<file path="config.mk">
export PLATFORM = sky130hd
export DESIGN_NAME = srs_seq
export DESIGN_NICKNAME = d
export VERILOG_FILES = /design/src/pkg/srs_pkg.sv /design/src/rtl/srs_pin_sync.sv /design/src/rtl/srs_cal_mem.sv /design/src/rtl/srs_seq.sv
export SDC_FILE = /design/constraint.sdc
export NUM_CORES = 1
export LEC_CHECK = 0
export ABC_AREA = 1
export BUFFER_PORTS_ARGS = -buffer_cell sky130_fd_sc_hd__buf_2
export CORE_MARGIN = 2
export CORE_UTILIZATION = 35
export CTS_BUF_LIST = sky130_fd_sc_hd__clkbuf_2 sky130_fd_sc_hd__clkbuf_4 sky130_fd_sc_hd__clkbuf_8
export DETAILED_ROUTE_END_ITERATION = 16
export PLACE_DENSITY = 0.56
export SLEW_MARGIN = 20
export SYNTH_ARGS = -nofsm -noshare
export SYNTH_HDL_FRONTEND = slang
export SYNTH_SLANG_ARGS = --single-unit
</file>
<file path="constraint.sdc">
create_clock -name i_sys_clk -period 3.3 [get_ports i_sys_clk]
set_clock_uncertainty 0.1 [all_clocks]
set_input_delay 0.33 -clock i_sys_clk [delete_from_list [all_inputs] [get_ports i_sys_clk]]
set_output_delay 0.33 -clock i_sys_clk [all_outputs]
set_load 0.01 [all_outputs]
</file>
<file path="src/pkg/srs_pkg.sv">
// package: constants, types and helpers of the serial register access sequencer
package srs_pkg;

  localparam int          CMD_W         = 8;
  localparam int          WIDE_W        = 24;
  localparam int          NARROW_DATA_W = 16;
  localparam int          CNT_W         = 6;
  localparam logic [5:0]  QUIET_EDGES   = 6'h20;
  localparam int          FHI_WL_BIT    = 6;

  localparam logic [2:0]  RS_CMD  = 3'h0;
  localparam logic [2:0]  RS_MODE = 3'h1;
  localparam logic [2:0]  RS_FHI  = 3'h2;
  localparam logic [2:0]  RS_FLO  = 3'h3;
  localparam logic [2:0]  RS_TEST = 3'h4;
  localparam logic [2:0]  RS_DATA = 3'h5;
  localparam logic [2:0]  RS_ZERO = 3'h6;
  localparam logic [2:0]  RS_FULL = 3'h7;

  localparam logic [6:0]  CMD_RESET  = 7'h04;
  localparam logic [7:0]  MODE_RESET = 8'h00;
  localparam logic [7:0]  FHI_RESET  = 8'h00;
  localparam logic [7:0]  FLO_RESET  = 8'h00;
  localparam logic [7:0]  TEST_RESET = 8'h00;
  localparam logic [23:0] DATA_RESET = 24'h000000;

  localparam int          AV_ADDR_W = 4;
  localparam logic [3:0]  AV_STATUS = 4'h0;
  localparam logic [3:0]  AV_CONV   = 4'h4;
  localparam logic [3:0]  AV_CONFIG = 4'h8;

  typedef enum logic [1:0] {ST_CMD, ST_LOAD, ST_WRITE, ST_READ} srs_state_t;

  typedef struct packed {
    logic [2:0] sel;
    logic       rd;
    logic [2:0] chan;
  } srs_cmd_t;

  typedef struct packed {
    logic [AV_ADDR_W-1:0] addr;
    logic                 rd;
    logic                 wr;
    logic [31:0]          wdata;
    logic [3:0]           be;
  } srs_avreq_t;

  // channels share calibration pairs; test channel uses pair 2
  function automatic logic [1:0] cal_pair(input logic [2:0] chan);
    unique case (chan)
      3'h0, 3'h4: cal_pair = 2'h0;
      3'h1, 3'h5: cal_pair = 2'h1;
      default:    cal_pair = 2'h2;
    endcase
  endfunction : cal_pair

  function automatic logic [5:0] reg_width(input logic [2:0] sel, input logic wl24);
    if (sel == RS_DATA)
      reg_width = wl24 ? 6'(WIDE_W) : 6'(NARROW_DATA_W);
    else if (sel > RS_DATA)
      reg_width = 6'(WIDE_W);
    else
      reg_width = 6'(CMD_W);
  endfunction : reg_width

endpackage : srs_pkg

</file>
<file path="src/rtl/srs_pin_sync.sv">
// module: two-flop synchroniser with edge detection for serial pins
`timescale 1ns/10ps
module srs_pin_sync #(
  parameter int W = 2
) (
  input  wire logic         i_sys_clk,
  input  wire logic         i_reset,
  input  wire logic [W-1:0] i_pin,
  output logic      [W-1:0] o_level,
  output logic      [W-1:0] o_rise,
  output logic      [W-1:0] o_fall
);
  logic [W-1:0] meta_q;
  logic [W-1:0] sync_q;
  logic [W-1:0] last_q;

  initial if (W < 1) $error("srs_pin_sync: W must be at least 1");

  // pins idle high; edges come only from the second and third stages
  always_ff @(posedge i_sys_clk)
  begin
    if (i_reset)
    begin
      meta_q <= '1;
      sync_q <= '1;
      last_q <= '1;
    end
    else
    begin
      meta_q <= i_pin;
      sync_q <= meta_q;
      last_q <= sync_q;
    end
  end

  assign o_level = sync_q;
  assign o_rise  = sync_q & ~last_q;
  assign o_fall  = ~sync_q & last_q;
endmodule : srs_pin_sync

</file>
<file path="src/rtl/srs_cal_mem.sv">
// module: calibration coefficient store, zero and full scale per channel pair
`timescale 1ns/10ps
module srs_cal_mem #(
  parameter int PAIRS = 3,
  parameter int W     = 24
) (
  input  wire logic         i_sys_clk,
  input  wire logic         i_reset,
  input  wire logic         i_wr,
  input  wire logic         i_full,
  input  wire logic [1:0]   i_pair,
  input  wire logic [W-1:0] i_wdata,
  output logic      [W-1:0] o_zero,
  output logic      [W-1:0] o_fullv
);
  logic [W-1:0] zero_q [PAIRS];
  logic [W-1:0] full_q [PAIRS];
  logic [W-1:0] zero_rd_q;
  logic [W-1:0] full_rd_q;

  initial if (PAIRS < 1 || PAIRS > 4) $error("srs_cal_mem: PAIRS must be 1 to 4");

  always_ff @(posedge i_sys_clk)
  begin
    if (i_reset)
    begin
      for (int i = 0; i < PAIRS; i++)
      begin
        zero_q[i] <= '0;
        full_q[i] <= '0;
      end
      zero_rd_q <= '0;
      full_rd_q <= '0;
    end
    else
    begin
      if (i_wr && !i_full)
        zero_q[i_pair] <= i_wdata;
      if (i_wr && i_full)
        full_q[i_pair] <= i_wdata;
      zero_rd_q <= zero_q[i_pair];
      full_rd_q <= full_q[i_pair];
    end
  end

  assign o_zero  = zero_rd_q;
  assign o_fullv = full_rd_q;
endmodule : srs_cal_mem

</file>
<file path="src/rtl/srs_seq.sv">
// module: serial register access sequencer with avalon-mm side port
//
// The address map and the Avalon-MM interface to the registers were decided locally.
`timescale 1ns/10ps
module srs_seq (
  input  wire logic                          i_sys_clk,
  input  wire logic                          i_reset,
  input  wire logic                          i_sclk,
  input  wire logic                          i_din,
  output logic                               o_dout,
  output logic                               o_conversion_ready_low,
  output logic [2:0]                         o_input_channel_select,
  input  wire logic [srs_pkg::AV_ADDR_W-1:0] i_avs_address,
  input  wire logic                          i_avs_read,
  input  wire logic                          i_avs_write,
  input  wire logic [31:0]                   i_avs_writedata,
  input  wire logic [3:0]                    i_avs_byteenable,
  output logic [31:0]                        o_avs_readdata,
  output logic                               o_avs_waitrequest
);
  srs_pkg::srs_state_t   state_q, state_d;
  srs_pkg::srs_cmd_t     cmd_q, cmd_d;
  srs_pkg::srs_avreq_t   req;
  logic [5:0]            cnt_q, cnt_d;
  logic [5:0]            ones_q, ones_d;
  logic [23:0]           sh_q, sh_d;
  logic                  dout_q, dout_d;
  logic                  rdy_low_q, rdy_low_d;
  logic [7:0]            mode_q, mode_d;
  logic [7:0]            fhi_q, fhi_d;
  logic [7:0]            flo_q, flo_d;
  logic [7:0]            test_q, test_d;
  logic [23:0]           data_q, data_d;
  logic                  wait_q, wait_d;
  logic [31:0]           rdata_q, rdata_d;
  logic [1:0]            pin_level;
  logic [1:0]            pin_rise;
  logic [1:0]            pin_fall;
  logic                  sclk_rise;
  logic                  sclk_fall;
  logic                  din;
  logic                  cal_wr;
  logic [23:0]           cal_zero;
  logic [23:0]           cal_full;
  logic [5:0]            width;
  logic                  conv_wr;
  logic                  data_read_done;

  srs_pin_sync #(
    .W (2)
  ) u_sync (
    .i_sys_clk (i_sys_clk),
    .i_reset   (i_reset),
    .i_pin     ({i_din, i_sclk}),
    .o_level   (pin_level),
    .o_rise    (pin_rise),
    .o_fall    (pin_fall)
  );

  assign sclk_rise = pin_rise[0];
  assign sclk_fall = pin_fall[0];
  assign din       = pin_level[1];

  // read port follows the next command, so the load cycle already sees the new pair
  srs_cal_mem #(
    .PAIRS (3),
    .W     (24)
  ) u_cal (
    .i_sys_clk (i_sys_clk),
    .i_reset   (i_reset),
    .i_wr      (cal_wr),
    .i_full    (cmd_q.sel == srs_pkg::RS_FULL),
    .i_pair    (srs_pkg::cal_pair(cmd_d.chan)),
    .i_wdata   (sh_d),
    .o_zero    (cal_zero),
    .o_fullv   (cal_full)
  );

  // word length bit picks the 16 or 24 bit data register width
  assign width = srs_pkg::reg_width(cmd_q.sel, fhi_q[srs_pkg::FHI_WL_BIT]);

  assign req = '{addr: i_avs_address, rd: i_avs_read, wr: i_avs_write,
                 wdata: i_avs_writedata, be: i_avs_byteenable};

  // serial sequencer
  always_comb
  begin
    state_d        = state_q;
    cmd_d          = cmd_q;
    cnt_d          = cnt_q;
    ones_d         = ones_q;
    sh_d           = sh_q;
    mode_d         = mode_q;
    fhi_d          = fhi_q;
    flo_d          = flo_q;
    test_d         = test_q;
    cal_wr         = 1'b0;
    data_read_done = 1'b0;
    if (sclk_rise)
      ones_d = din ? ((ones_q == srs_pkg::QUIET_EDGES) ? ones_q : ones_q + 6'h01) : 6'h00;
    unique case (state_q)
      srs_pkg::ST_CMD:
      begin
        if (sclk_rise && !(cnt_q == 6'h00 && din))
        begin
          sh_d  = {sh_q[22:0], din};
          cnt_d = cnt_q + 6'h01;
          if (cnt_q == 6'(srs_pkg::CMD_W - 1))
          begin
            cmd_d   = srs_pkg::srs_cmd_t'(sh_d[6:0]);
            cnt_d   = 6'h00;
            // a command that writes the command register is itself the next command
            if (cmd_d.sel != srs_pkg::RS_CMD || cmd_d.rd)
              state_d = srs_pkg::ST_LOAD;
          end
        end
      end
      srs_pkg::ST_LOAD:
      begin
        // one spare cycle lets the calibration read register follow the new channel
        unique case (cmd_q.sel)
          srs_pkg::RS_CMD:  sh_d = {rdy_low_q, cmd_q, 16'h0000};
          srs_pkg::RS_MODE: sh_d = {mode_q, 16'h0000};
          srs_pkg::RS_FHI:  sh_d = {fhi_q, 16'h0000};
          srs_pkg::RS_FLO:  sh_d = {flo_q, 16'h0000};
          srs_pkg::RS_TEST: sh_d = {test_q, 16'h0000};
          srs_pkg::RS_DATA: sh_d = fhi_q[srs_pkg::FHI_WL_BIT] ? data_q : {data_q[15:0], 8'h00};
          srs_pkg::RS_ZERO: sh_d = cal_zero;
          srs_pkg::RS_FULL: sh_d = cal_full;
        endcase
        // bit 7 of a command read carries the ready flag as its pin shows it
        state_d = cmd_q.rd ? srs_pkg::ST_READ : srs_pkg::ST_WRITE;
      end
      srs_pkg::ST_WRITE:
      begin
        if (sclk_rise)
        begin
          sh_d  = {sh_q[22:0], din};
          cnt_d = cnt_q + 6'h01;
          if (cnt_d == width)
          begin
            unique case (cmd_q.sel)
              srs_pkg::RS_MODE: mode_d = sh_d[7:0];
              srs_pkg::RS_FHI:  fhi_d  = sh_d[7:0];
              srs_pkg::RS_FLO:  flo_d  = sh_d[7:0];
              srs_pkg::RS_TEST: test_d = sh_d[7:0];
              srs_pkg::RS_ZERO, srs_pkg::RS_FULL: cal_wr = 1'b1;
              default: ;
            endcase
            cnt_d   = 6'h00;
            state_d = srs_pkg::ST_CMD;
          end
        end
      end
      srs_pkg::ST_READ:
      begin
        if (sclk_fall && cnt_q != 6'h00)
          sh_d = {sh_q[22:0], 1'b0};
        if (sclk_rise)
        begin
          cnt_d = cnt_q + 6'h01;
          if (cnt_d == width)
          begin
            data_read_done = (cmd_q.sel == srs_pkg::RS_DATA);
            cnt_d          = 6'h00;
            state_d        = srs_pkg::ST_CMD;
          end
        end
      end
    endcase
    if (ones_d == srs_pkg::QUIET_EDGES)
    begin
      state_d = srs_pkg::ST_CMD;
      cnt_d   = 6'h00;
      cal_wr  = 1'b0;
    end
    dout_d = (state_d == srs_pkg::ST_READ) ? sh_d[23] : 1'b1;
  end

  // conversion result and ready flag; a new result wins over a read finishing
  always_comb
  begin
    conv_wr   = req.wr && !wait_q && req.addr == srs_pkg::AV_CONV;
    data_d    = data_q;
    rdy_low_d = rdy_low_q;
    if (data_read_done)
      rdy_low_d = 1'b1;
    if (conv_wr)
    begin
      for (int b = 0; b < 3; b++)
        if (req.be[b])
          data_d[8*b +: 8] = req.wdata[8*b +: 8];
      rdy_low_d = 1'b0;
    end
  end

  // avalon slave: waitrequest high on the first cycle, low on the second
  always_comb
  begin
    wait_d  = 1'b1;
    rdata_d = rdata_q;
    if ((req.rd || req.wr) && wait_q)
    begin
      wait_d  = 1'b0;
      rdata_d = 32'h00000000;
      if (req.rd)
        unique case (req.addr)
          srs_pkg::AV_STATUS: rdata_d = {21'h000000, rdy_low_q, 2'(state_q), rdy_low_q, cmd_q};
          srs_pkg::AV_CONV:   rdata_d = {8'h00, data_q};
          srs_pkg::AV_CONFIG: rdata_d = {test_q, flo_q, fhi_q, mode_q};
          default:            rdata_d = 32'h00000000;
        endcase
    end
  end

  // serial side registers
  always_ff @(posedge i_sys_clk)
  begin
    if (i_reset)
    begin
      state_q <= srs_pkg::ST_CMD;
      cmd_q   <= srs_pkg::srs_cmd_t'(srs_pkg::CMD_RESET);
      cnt_q   <= 6'h00;
      ones_q  <= 6'h00;
      sh_q    <= 24'h000000;
      dout_q  <= 1'b1;
      mode_q  <= srs_pkg::MODE_RESET;
      fhi_q   <= srs_pkg::FHI_RESET;
      flo_q   <= srs_pkg::FLO_RESET;
      test_q  <= srs_pkg::TEST_RESET;
    end
    else
    begin
      state_q <= state_d;
      cmd_q   <= cmd_d;
      cnt_q   <= cnt_d;
      ones_q  <= ones_d;
      sh_q    <= sh_d;
      dout_q  <= dout_d;
      mode_q  <= mode_d;
      fhi_q   <= fhi_d;
      flo_q   <= flo_d;
      test_q  <= test_d;
    end
  end

  // ready resets high so that no stale result looks new
  always_ff @(posedge i_sys_clk)
  begin
    if (i_reset)
    begin
      rdy_low_q <= 1'b1;
      data_q    <= srs_pkg::DATA_RESET;
    end
    else
    begin
      rdy_low_q <= rdy_low_d;
      data_q    <= data_d;
    end
  end

  // bus answer registers; readdata holds until the next answer
  always_ff @(posedge i_sys_clk)
  begin
    if (i_reset)
    begin
      wait_q  <= 1'b1;
      rdata_q <= 32'h00000000;
    end
    else
    begin
      wait_q  <= wait_d;
      rdata_q <= rdata_d;
    end
  end

  assign o_dout                 = dout_q;
  assign o_conversion_ready_low = rdy_low_q;
  assign o_input_channel_select = cmd_q.chan;
  assign o_avs_readdata         = rdata_q;
  assign o_avs_waitrequest      = wait_q;
endmodule : srs_seq

</file>
==> results.tsv <==
metric	value	unit
Leak Pwr	0.00646	uW
Routed WL	47300	um
vias in the first global route	12500	
Max Cap Viol	0	
io pins	84	
initial antenna violation count	0	
fmax	0.338	GHz
largest vdd supply drop	0.000349	V
Crit. End Element	flop	
Critical Path AT	3.14	ns
CORE AREA	42800	um2
Residual DRC	0	
Initial Utilization	35.3	%
DR WL/cell	18.8	um
n_diodes	0	
HPWL Detailed	31600	um
Avg Cell Area, Syn	8.26	um2
WS Path Type	flop to flop	
total number of vias	13000	
clock-pin slew on the worst setup and hold paths	0.07	ns
drt pass-1 iters	5	
Pwr Density	498	nW/um2
DR iter-0 viols	1025	
Max H-tree Level	2	
remaining antenna violation count	0	
post-layout util	41.1	%
CP max stage delay	0.38	ns
Seq/Total Area, Yosys	53.7	%
met3 WL	2930	um
Yosys reg bits	333	
RSZ-0062 raised after global routing	false	
Req. time, crit path	3.48	ns
Cell variety after synth	41	
met1 wire length	21100	um
worst min path class	input port to flop	
Fin. Hold Viols	0	
Mapped Area	15100	um2
Max Used Layer	met4	
metal2 WL	21800	um
crit share post-route	89.7	%
Clock Latency Late Sink	0.64	ns
final setup vio count	0	
CTS tree	built	
GRT Util Overall	21.3	%
Clock Root Buffer	clkbuf_8	
first-pass GRT wire length	73200	um
# Post-CTS Setup Buffers	0	
TritonCTS buffer count	55	
# rows	76	
Die X	212	um
delay-heaviest family, CP	simple AND/OR/NAND/NOR gates	
GP Congestion	0.936	
Die Y	212	um
status	finished clean	
startpoint types	flop	
Sink Count	333	
synthesized instance count	1827	
highest net fanout along the worst path	17	
# port buffers	74	
final worst path period need	2.96	ns
nets	1982	
Slew @ Worst Pin	0.982	ns
final slew viol count	0	
P&R area growth vs syn	16.4	%
grt ovf	0	
Yosys Warn Count	0	
largest net degree at the start of global routing	104	
post-CTS sizing	0	
Mapped Nets	1877	
Buf+Inv Stages, Crit Path	3	
critical path cell sequence	inv_2 > nor2_4 > nand2_2 > nor2_4 > inv_2 > nand2_1 > nand3_1 > nor2_2 > nand3_2 > nor2_8 > nand3_4 > nand2_1 > buf_4	
Worst slew margin	34.5	%
post-route setup TNS	0	ns
clk buf depth	3	
number of vias per cell	5.16	
Die ar.	44800	um2
Hold Buf Count CTS	26	
share of cells above drive strength 1	14.5	%
slowest CP cell	dfxtp_1	
## cell type report
| cell class | count | area, um2 |
|---|---|---|
| flip-flops and latches | 333 | 8110 |
| clock inverters | 14 | 134 |
| repair buffers | 158 | 1110 |
| fillers | 4343 | 25200 |
| multi-input cells | 1218 | 5820 |
| inverters | 166 | 623 |
| well taps | 546 | 683 |
| clock buffers | 88 | 1090 |
## routing by layer
layer	vias to the layer above	GRT usage (%)
li1	6338	-
met1	6107	29.0
met2	461	34.8
met3	107	2.79
met4	0	7.48
met5	-	0
## power by group
part / internal (uW) / switching (uW)
registers: 4420 / 43.9
clock network: 2260 / 1730
logic: 105 / 191
## Yosys cell counts
master	number	area, um2
o221ai_1	14	123
nor2_8	1	20.0
clkbuf_1	61	229
o21bai_1	6	45.0
clkbuf_2	1	5.00
dfxtp_1	189	3780
buf_1	6	22.5
edfxtp_1	144	4320
o211ai_1	10	75.1
buf_2	26	130
nand3_1	149	746
nand3_2	1	10.0
a22o_1	1	8.76
xor2_1	2	17.5
o21a_1	15	113
nor2_1	239	897
nand2_1	353	1330
o21ai_0	128	641
inv_1	153	574
inv_2	10	37.5
or3_1	1	6.26
buf_6	12	135
nand3_4	6	105
clkinv_1	3	11.3
a22oi_1	14	105
nand3b_1	3	22.5
nor3_2	1	10.0
nor2_4	4	45.0
a21oi_1	179	896
nor2_2	2	12.5
ha_1	4	50.1
nand2_2	3	18.8
o2111ai_1	3	26.3
nor3_1	7	35.0
buf_4	4	30.0
a221oi_1	2	17.5
a31oi_1	2	12.5
o22ai_1	23	144
or2_2	21	131
o21ai_1	1	5.00
nand4_1	23	144
## cells in the final DEF (no fill, tap or decap), drive strengths merged, types with 8 or more instances in the layout
| cell type | n |
|---|---|
| nand2 | 356 |
| nor2 | 246 |
| dfxtp | 189 |
| a21oi | 179 |
| inv | 165 |
| nand3 | 156 |
| edfxtp | 144 |
| buf | 132 |
| o21ai | 129 |
| clkbuf | 88 |
| dlygate4sd3 | 26 |
| o22ai | 23 |
| nand4 | 23 |
| or2 | 21 |
| o21a | 15 |
| a22oi | 14 |
| o221ai | 14 |
| clkinv | 13 |
| o211ai | 10 |
| nor3 | 8 |
## stage by stage
stage / hold WS (ns) / cell area, um2 / setup slack, ns / total power (uW) / instances
global placement: 0.300 / 16100 / 0.409 / 4820 / 2395
CTS: 0.0397 / 17600 / 0.382 / 8820 / 2523
detailed placement: 0.298 / 16100 / 0.380 / 4820 / 2395
floorplan: 0.289 / 15100 / 0.397 / 4700 / 1827
global route: 0.0886 / 17600 / 0.0396 / 9040 / 2523
finish: 0.0650 / 17600 / 0.339 / 8750 / 2523
## registers in the layout, indices dropped and copies added, names as in the netlist, 2 cells and up
signal	flops
data_q	24
state_q	2
u_cal.full_q	72
u_sync.o_level	2
ones_q	6
u_cal.o_zero	24
u_cal.zero_q	72
sh_q	24
mode_q	8
cnt_q	6
u_cal.o_fullv	24
cmd_q	4
fhi_q	8
test_q	8
flo_q	8
o_avs_readdata	32
u_sync.meta_q	2
o_input_channel_select	3
## worst reg2reg max path, cell delays in order, from the launching register on
cell,delay [ns]
dfxtp_1,0.38
inv_2,0.12
nor2_4,0.12
nand2_2,0.10
nor2_4,0.25
inv_2,0.20
nand2_1,0.12
nand3_1,0.09
nor2_2,0.16
nand3_2,0.13
nor2_8,0.31
nand3_4,0.11
nand2_1,0.09
buf_4,0.33
## cells by family (layout without fill, tap and decap cells)
| logic type | count (synthesis) | in the layout | share of synthesized area (%) |
|---|---|---|---|
| DFF | 333 | 333 | 53.7 |
| buffers and inverters | 276 | 426 | 7.79 |
| and+or+nand+nor | 814 | 814 | 23.4 |
| AOI/OAI and AO/OA | 398 | 398 | 14.7 |
| xor gates and xnor gates | 2 | 2 | 0.116 |
| adders and majority gates | 4 | 4 | 0.332 |
## path summary, 6_finish.rpt
path	startpoint	end	slack (ns)	cells after the start
worst max-delay path	cmd_q[4]	u_cal.zero_q[2][13]	0.34	13
worst min-delay path	i_avs_read	o_avs_readdata[14]	0.07	5
worst max register to register	cmd_q[4]	u_cal.zero_q[2][13]	0.34	13
worst min register to register	u_sync.meta_q[1]	u_sync.o_level[1]	0.31	1
Power figures use the tool's default switching activity.
